==> src/shared/uvra_pkg.sv <==
package uvra_pkg;

  // request framing of the vendor control transfers
  localparam logic [7:0] UVRA_REQTYPE_VENDOR_IN = 8'hC0;
  localparam logic [7:0] UVRA_REQTYPE_VENDOR_OUT = 8'h40;
  localparam logic [7:0] UVRA_REQ_READ = 8'h0D;
  localparam logic [7:0] UVRA_REQ_WRITE = 8'h0E;
  localparam logic [15:0] UVRA_READ_VALUE = 16'h0000;
  localparam logic [15:0] UVRA_READ_LENGTH = 16'h0001;
  localparam logic [15:0] UVRA_WRITE_LENGTH = 16'h0000;

  // register indices
  localparam logic [15:0] UVRA_IDX_PORT1_LINE_SETUP = 16'h0000;
  localparam logic [15:0] UVRA_IDX_PORT1_CONTROL = 16'h0001;
  localparam logic [15:0] UVRA_IDX_BUFFER_TOGGLE_UPPER = 16'h0002;
  localparam logic [15:0] UVRA_IDX_BUFFER_TOGGLE_LOWER = 16'h0003;
  localparam logic [15:0] UVRA_IDX_PORT2_LINE_SETUP = 16'h000A;
  localparam logic [15:0] UVRA_IDX_PORT2_CONTROL = 16'h000B;
  localparam logic [15:0] UVRA_IDX_SYNTH_MULTIPLIER = 16'h000E;
  localparam logic [15:0] UVRA_IDX_SYNTH_DIVIDER = 16'h0010;
  localparam logic [15:0] UVRA_IDX_CLOCK_SOURCE_MUX = 16'h0012;
  localparam logic [15:0] UVRA_IDX_CLOCK_CHOICE_FIRST = 16'h0013;
  localparam logic [15:0] UVRA_IDX_CLOCK_CHOICE_SECOND = 16'h0014;
  localparam logic [15:0] UVRA_IDX_STRAP_MODE_STATUS = 16'h002B;
  localparam logic [15:0] UVRA_IDX_PORT1_CHAR_GAP = 16'h002C;
  localparam logic [15:0] UVRA_IDX_PORT2_CHAR_GAP = 16'h002E;
  localparam logic [15:0] UVRA_IDX_RECEIVE_SAMPLE_POINT = 16'h0030;
  localparam logic [15:0] UVRA_IDX_PORT1_UPSTREAM_FIFO = 16'h0032;
  localparam logic [15:0] UVRA_IDX_PORT1_DOWNSTREAM_FIFO = 16'h0033;
  localparam logic [15:0] UVRA_IDX_PORT2_UPSTREAM_FIFO = 16'h0036;
  localparam logic [15:0] UVRA_IDX_PORT2_DOWNSTREAM_FIFO = 16'h0037;
  localparam logic [15:0] UVRA_IDX_EMPTY_PACKET_CTL_FIRST = 16'h003A;
  localparam logic [15:0] UVRA_IDX_EMPTY_PACKET_CTL_SECOND = 16'h003C;
  localparam logic [15:0] UVRA_IDX_EMPTY_PACKET_FLAG_ENABLE = 16'h003E;

  // writable masks and reset value of the stored registers
  localparam logic [7:0] UVRA_MASK_FULL = 8'hFF;
  localparam logic [7:0] UVRA_MASK_SIX = 8'h3F;
  localparam logic [7:0] UVRA_MASK_FOUR = 8'h0F;
  localparam logic [7:0] UVRA_MASK_SEVEN = 8'h7F;
  localparam logic [7:0] UVRA_REG_RESET = 8'h00;
  localparam logic [7:0] UVRA_UNMAPPED_BYTE = 8'h00;

  // stored register slots
  localparam int UVRA_SLOT_COUNT = 17;
  localparam int UVRA_SLOT_P1_LINE = 0;
  localparam int UVRA_SLOT_TOG_LOWER = 3;
  localparam int UVRA_SLOT_P2_LINE = 4;
  localparam int UVRA_SLOT_MULT = 6;
  localparam int UVRA_SLOT_MUX = 8;

  // slot tables, slot 16 leftmost down to slot 0 rightmost
  localparam logic [UVRA_SLOT_COUNT-1:0][15:0] UVRA_SLOT_INDEX = {
    UVRA_IDX_EMPTY_PACKET_FLAG_ENABLE, UVRA_IDX_EMPTY_PACKET_CTL_SECOND,
    UVRA_IDX_EMPTY_PACKET_CTL_FIRST, UVRA_IDX_RECEIVE_SAMPLE_POINT,
    UVRA_IDX_PORT2_CHAR_GAP, UVRA_IDX_PORT1_CHAR_GAP,
    UVRA_IDX_CLOCK_CHOICE_SECOND, UVRA_IDX_CLOCK_CHOICE_FIRST,
    UVRA_IDX_CLOCK_SOURCE_MUX, UVRA_IDX_SYNTH_DIVIDER,
    UVRA_IDX_SYNTH_MULTIPLIER, UVRA_IDX_PORT2_CONTROL,
    UVRA_IDX_PORT2_LINE_SETUP, UVRA_IDX_BUFFER_TOGGLE_LOWER,
    UVRA_IDX_BUFFER_TOGGLE_UPPER, UVRA_IDX_PORT1_CONTROL,
    UVRA_IDX_PORT1_LINE_SETUP};

  localparam logic [UVRA_SLOT_COUNT-1:0][7:0] UVRA_SLOT_MASK = {
    UVRA_MASK_FULL, UVRA_MASK_FULL, UVRA_MASK_FULL, UVRA_MASK_FULL,
    UVRA_MASK_FULL, UVRA_MASK_FULL,
    UVRA_MASK_SIX, UVRA_MASK_SIX, UVRA_MASK_FOUR, UVRA_MASK_SIX,
    UVRA_MASK_SIX, UVRA_MASK_FULL, UVRA_MASK_FULL, UVRA_MASK_SEVEN,
    UVRA_MASK_FULL, UVRA_MASK_FULL, UVRA_MASK_FULL};

  // setup packet handed over by the control endpoint
  typedef struct packed {
    logic [7:0] req_type;
    logic [7:0] request;
    logic [15:0] value;
    logic [15:0] index;
    logic [15:0] length;
  } uvra_setup_type;

  // answer back to the control endpoint
  typedef struct packed {
    logic done;
    logic claimed;
    logic rd_valid;
    logic [7:0] rd_data;
  } uvra_answer_type;

  // live FIFO status bytes from the serial port logic
  typedef struct packed {
    logic [7:0] p1_up;
    logic [7:0] p1_down;
    logic [7:0] p2_up;
    logic [7:0] p2_down;
  } uvra_fifo_state_type;

endpackage

==> src/rtl/uvra_vendor_regs.sv <==
`timescale 1ns/1ps
module uvra_vendor_regs
  import uvra_pkg::*;
(
  input wire logic clk,
  input wire logic rst,
  input wire logic setup_valid,
  input wire uvra_setup_type setup,
  input wire uvra_fifo_state_type fifo_state,
  input wire logic [7:0] mode_strap,
  output uvra_answer_type answer,
  output logic [UVRA_SLOT_COUNT-1:0][7:0] config_bytes
);

  typedef struct packed {
    logic [UVRA_SLOT_COUNT-1:0][7:0] regs;
    logic [7:0] mode_meta;
    logic [7:0] mode_sync;
    uvra_answer_type ans;
  } uvra_state_type;

  uvra_state_type state_q;
  uvra_state_type state_d;
  logic is_read;
  logic is_write;
  logic [7:0] read_byte;
  localparam logic [15:0] UVRA_IDX_UNLISTED_PROBE = 16'h0004; // a gap in the map, for checks

  // request decode; anything else is left for the endpoint to stall
  assign is_read = (setup.req_type == UVRA_REQTYPE_VENDOR_IN) &&
                   (setup.request == UVRA_REQ_READ) &&
                   (setup.value == UVRA_READ_VALUE) &&
                   (setup.length == UVRA_READ_LENGTH);
  assign is_write = (setup.req_type == UVRA_REQTYPE_VENDOR_OUT) &&
                    (setup.request == UVRA_REQ_WRITE) &&
                    (setup.length == UVRA_WRITE_LENGTH);

  // read mux: stored slots first, then live read-only status
  always_comb begin
    read_byte = UVRA_UNMAPPED_BYTE;
    for (int i = 0; i < UVRA_SLOT_COUNT; i++) begin
      if (setup.index == UVRA_SLOT_INDEX[i]) begin
        read_byte = state_q.regs[i];
      end
    end
    unique case (setup.index)
      UVRA_IDX_STRAP_MODE_STATUS: read_byte = state_q.mode_sync;
      UVRA_IDX_PORT1_UPSTREAM_FIFO: read_byte = fifo_state.p1_up;
      UVRA_IDX_PORT1_DOWNSTREAM_FIFO: read_byte = fifo_state.p1_down;
      UVRA_IDX_PORT2_UPSTREAM_FIFO: read_byte = fifo_state.p2_up;
      UVRA_IDX_PORT2_DOWNSTREAM_FIFO: read_byte = fifo_state.p2_down;
      default: ;
    endcase
  end

  // next state: one answer pulse per request, masked stores on write
  always_comb begin
    state_d = state_q;
    state_d.mode_meta = mode_strap; // strap pins are asynchronous to clk
    state_d.mode_sync = state_q.mode_meta;
    state_d.ans = '0;
    if (setup_valid) begin
      state_d.ans.done = 1'b1;
      if (is_read) begin
        state_d.ans.claimed = 1'b1;
        state_d.ans.rd_valid = 1'b1;
        state_d.ans.rd_data = read_byte;
      end else if (is_write) begin
        state_d.ans.claimed = 1'b1; // read-only or unlisted index is simply dropped
        for (int i = 0; i < UVRA_SLOT_COUNT; i++) begin
          if (setup.index == UVRA_SLOT_INDEX[i]) begin
            // bits outside the writable mask keep their stored value
            state_d.regs[i] = (state_q.regs[i] & ~UVRA_SLOT_MASK[i]) |
                              (setup.value[7:0] & UVRA_SLOT_MASK[i]);
          end
        end
      end
    end
  end

  // single state register
  always_ff @(posedge clk) begin
    if (rst) begin
      state_q.regs <= {UVRA_SLOT_COUNT{UVRA_REG_RESET}};
      state_q.mode_meta <= UVRA_REG_RESET;
      state_q.mode_sync <= UVRA_REG_RESET;
      state_q.ans <= '0;
    end else begin
      state_q <= state_d;
    end
  end

  assign answer = state_q.ans;
  assign config_bytes = state_q.regs;

  // slot of a stored index, so the checks can name registers by index alone
  function automatic int slot_of(input logic [15:0] idx);
    int found;
    found = 0;
    for (int i = 0; i < UVRA_SLOT_COUNT; i++) begin
      if (UVRA_SLOT_INDEX[i] == idx) begin
        found = i;
      end
    end
    return found;
  endfunction
endmodule

==> config.mk <==
export PLATFORM = sky130hd
export DESIGN_NAME = uvra_vendor_regs
export DESIGN_NICKNAME = d
export VERILOG_FILES = /design/src/shared/uvra_pkg.sv /design/src/rtl/uvra_vendor_regs.sv
export SDC_FILE = /design/constraint.sdc
export NUM_CORES = 1
export LEC_CHECK = 0
export ABC_CLOCK_PERIOD_IN_PS = 4400
export BUFFER_PORTS_ARGS = -buffer_cell sky130_fd_sc_hd__buf_2
export CORE_UTILIZATION = 56
export DETAILED_ROUTE_END_ITERATION = 16
export PLACE_DENSITY = 0.83
export REMOVE_ABC_BUFFERS = 1
export SLEW_MARGIN = 0
export SYNTH_ARGS = -nofsm -noshare
export SYNTH_HDL_FRONTEND = slang
export SYNTH_SLANG_ARGS = --single-unit
==> constraint.sdc <==
create_clock -name clk -period 4.4 [get_ports clk]
set_input_delay 0.22 -clock clk [delete_from_list [all_inputs] [get_ports clk]]
set_output_delay 0.22 -clock clk [all_outputs]
set_load 0.01 [all_outputs]
==> flow_metrics.py <==
metrics = {
    "synth": {
        "synthArstFlopShare_pct": 0,
        "synth-seq-cells": 150,
        "synth.distinct_cells": 67,
        "yosys_warnings": 0,
        "synth_edf_count": 0,
        "synthCells": 999,
        "synth-main-ff-cell": "dfxtp_1",
        "ys_seq_area_share_pct": 35.7,
        "syn-cell-area_sq_um": 8410,
        "avgSynthCellArea_sq_um": 8.42,
    },
    "timing": {
        "slew_headroom_pct": 36.1,
        "finalSetupTns_ns": 0,
        "tightest_slew_ns": 0.950,
        "fmax_mhz": 378,
        "post-route-period-util_pct": 60.1,
        "hold_viol_final": 0,
        "finClkSkew_ns": 0.00602,
        "slew_violations": 0,
        "rsz0062_at_grt": "no",
        "setup_violations": 0,
        "layout_min_cycle_time_ns": 2.64,
    },
    "place": {
        "dp.cells": 1228,
        "port_buffers": 240,
        "hpwl_mm": 18.9,
        "routabilityCongestion": 0.965,
    },
    "clock_network": {
        "h-tree-depth": 4,
        "clkSlewWorstSetupHoldPaths_ns": 0.06,
        "cts.sinks": 150,
        "cts_inserted_buffers": 17,
        "clock_path_buffers": 2,
        "post_cts_buffers": 0,
        "clk_latency_ns": 0.43,
        "ctsHoldBuffers": 7,
        "cts_tree": "built",
        "cts_resized": 0,
        "clockRootBuffer": "clkbuf_16",
    },
    "worst_setup_path": {
        "cp.arrival_ns": 3.00,
        "critPathMaxFanout": 15,
        "required_ns": 4.76,
        "critical-path-top-delay-family": "simple AND/OR/NAND/NOR gates",
        "critPathKind": "input pin to flop",
        "worst-path-buf-inv": 1,
        "crit_chain": "buf_2, nor4b_1, nand3_1, nor3_1, nand2_1, a21oi_1",
        "cp-start-kind": "input pin",
        "crit_slowest_cell": "nor3_1",
        "endpoint_kind": "flop",
        "cpPeakStageDelay_ns": 0.99,
    },
    "power": {
        "p_per_area_nw_per_um2": 321,
        "p_leak_nw": 3.90,
        "vdd_drop_max_v": 0.000298,
    },
    "drt": {
        "via_count": 7786,
        "drtAntennaViolNets": 0,
        "drc": 0,
        "detail_route.wl_per_cell_um": 20.8,
        "drt_wl_total_mm": 26.4,
        "avgViaCountPerCell": 6.15,
        "drt_pass1_iterations": 6,
        "first_iter_violations": 1091,
    },
    "die": {
        "dieArea_sq_um": 15500,
        "die_h_um": 125,
        "die_width_um": 125,
        "rows": 44,
        "initial_core_util_pct": 57.6,
        "ios": 254,
        "core_area_sq_um": 14600,
    },
    "final_layout": {
        "utilization_pct": 62.7,
        "final_cell_mix": "buf_2 (239), nand2_1 (153), dfxtp_1 (150)",
        "antenna_cells": 0,
        "instances_no_fill": 1267,
        "layout_commonest_cell": "buf_2",
        "nets": 1177,
        "drive_gt1_share_pct": 28.9,
        "synthToLayoutAreaGrowth_pct": 8.75,
    },
    "grt": {
        "grt_pass1_wl_mm": 40.9,
        "antenna_found_initial": 0,
        "grt_pass1_vias": 7318,
        "grt_max_degree": 81,
        "grt-ovfl-total": 0,
        "grt_usage_pct": 33.9,
    },
    "outcome": {
        "status": "finished clean",
    },
    "worst_hold_path": {
        "min_path_type": "input pin to flop",
    },
    "flow_run": {
        "cap_viol_max_count": 0,
    },
}
metal layers:
| metal | wire, um | share of wire, % | track usage, % |
|---|---|---|---|
| met5 | 0 | 0 | 0 |
| met4 | 1010 | 3.8 | 16.4 |
| met3 | 2700 | 10 | 8.63 |
| met2 | 12200 | 46 | 53.3 |
| met1 | 10500 | 40 | 43.2 |
layout make-up:
cell class	instances	area, sq um
repair buffers	249	1290
fillers	1252	5450
flip-flops and latches	150	3000
inverters	2	7.51
clock inverters	13	121
clock buffers	19	433
well taps	184	230
multi-input cells	650	4060
kinds of logic after synthesis:
group	Yosys count	synth area share, %
compound gates	176	13.7
buf+inv	211	16.5
flops	150	35.7
mux	70	8.50
other cells	1	0.0446
simple gates	391	25.5
power breakdown:
| part | internal (mW) | leakage (nW) | switching [mW] |
|---|---|---|---|
| combinational | 0.0610 | 2.42 | 0.119 |
| sequential | 1.36 | 1.21 | 0.00172 |
| clock | 0.785 | 0.268 | 0.607 |
per-stage QoR:
| stage | hold slack, ns | total power, mW | worst slack [ns] | instance area (sq um) |
|---|---|---|---|---|
| after floorplan | 0.289 | 1.44 | 2.00 | 7070 |
| after global placement | 0.421 | 1.57 | 1.56 | 8520 |
| after detailed placement | 0.424 | 1.57 | 1.38 | 8520 |
| after CTS | 0.0239 | 2.93 | 1.80 | 9140 |
| after global routing | 0.0533 | 3.01 | 1.50 | 9140 |
| final | 0.0325 | 2.94 | 1.76 | 9140 |
sequential cells by signal (all words and copies together), names as in the netlist:
signal	cells
answer	11
config_bytes	123
state_d	8
state_q	8
cells in the mapped netlist (12+ instances only):
library cell	n	area share, %
nand3_1	14	0.83
a222oi_1	12	1.4
nor2_1	87	3.9
dfxtp_1	150	36
clkbuf_1	51	2.3
nor2b_1	21	1.6
a21oi_1	74	4.4
buf_4	148	13
o21ai_0	20	1.2
a22oi_1	14	1.2
nor4_1	18	1.3
nand2_1	153	6.8
mux2i_1	68	8.1
final timing paths:
check                                   endpoint       startpoint  slack, ns  cells past startpoint
worst min register to register       state_q[14]      state_d[14]       0.44                      1
worst max register to register         answer[0]  config_bytes[8]       2.48                      7
worst min-delay path                 state_d[15]    mode_strap[4]       0.03                      2
worst max-delay path            config_bytes[38]        setup[63]       1.76                      6
No activity file was read; power rests on OpenSTA's default activity.
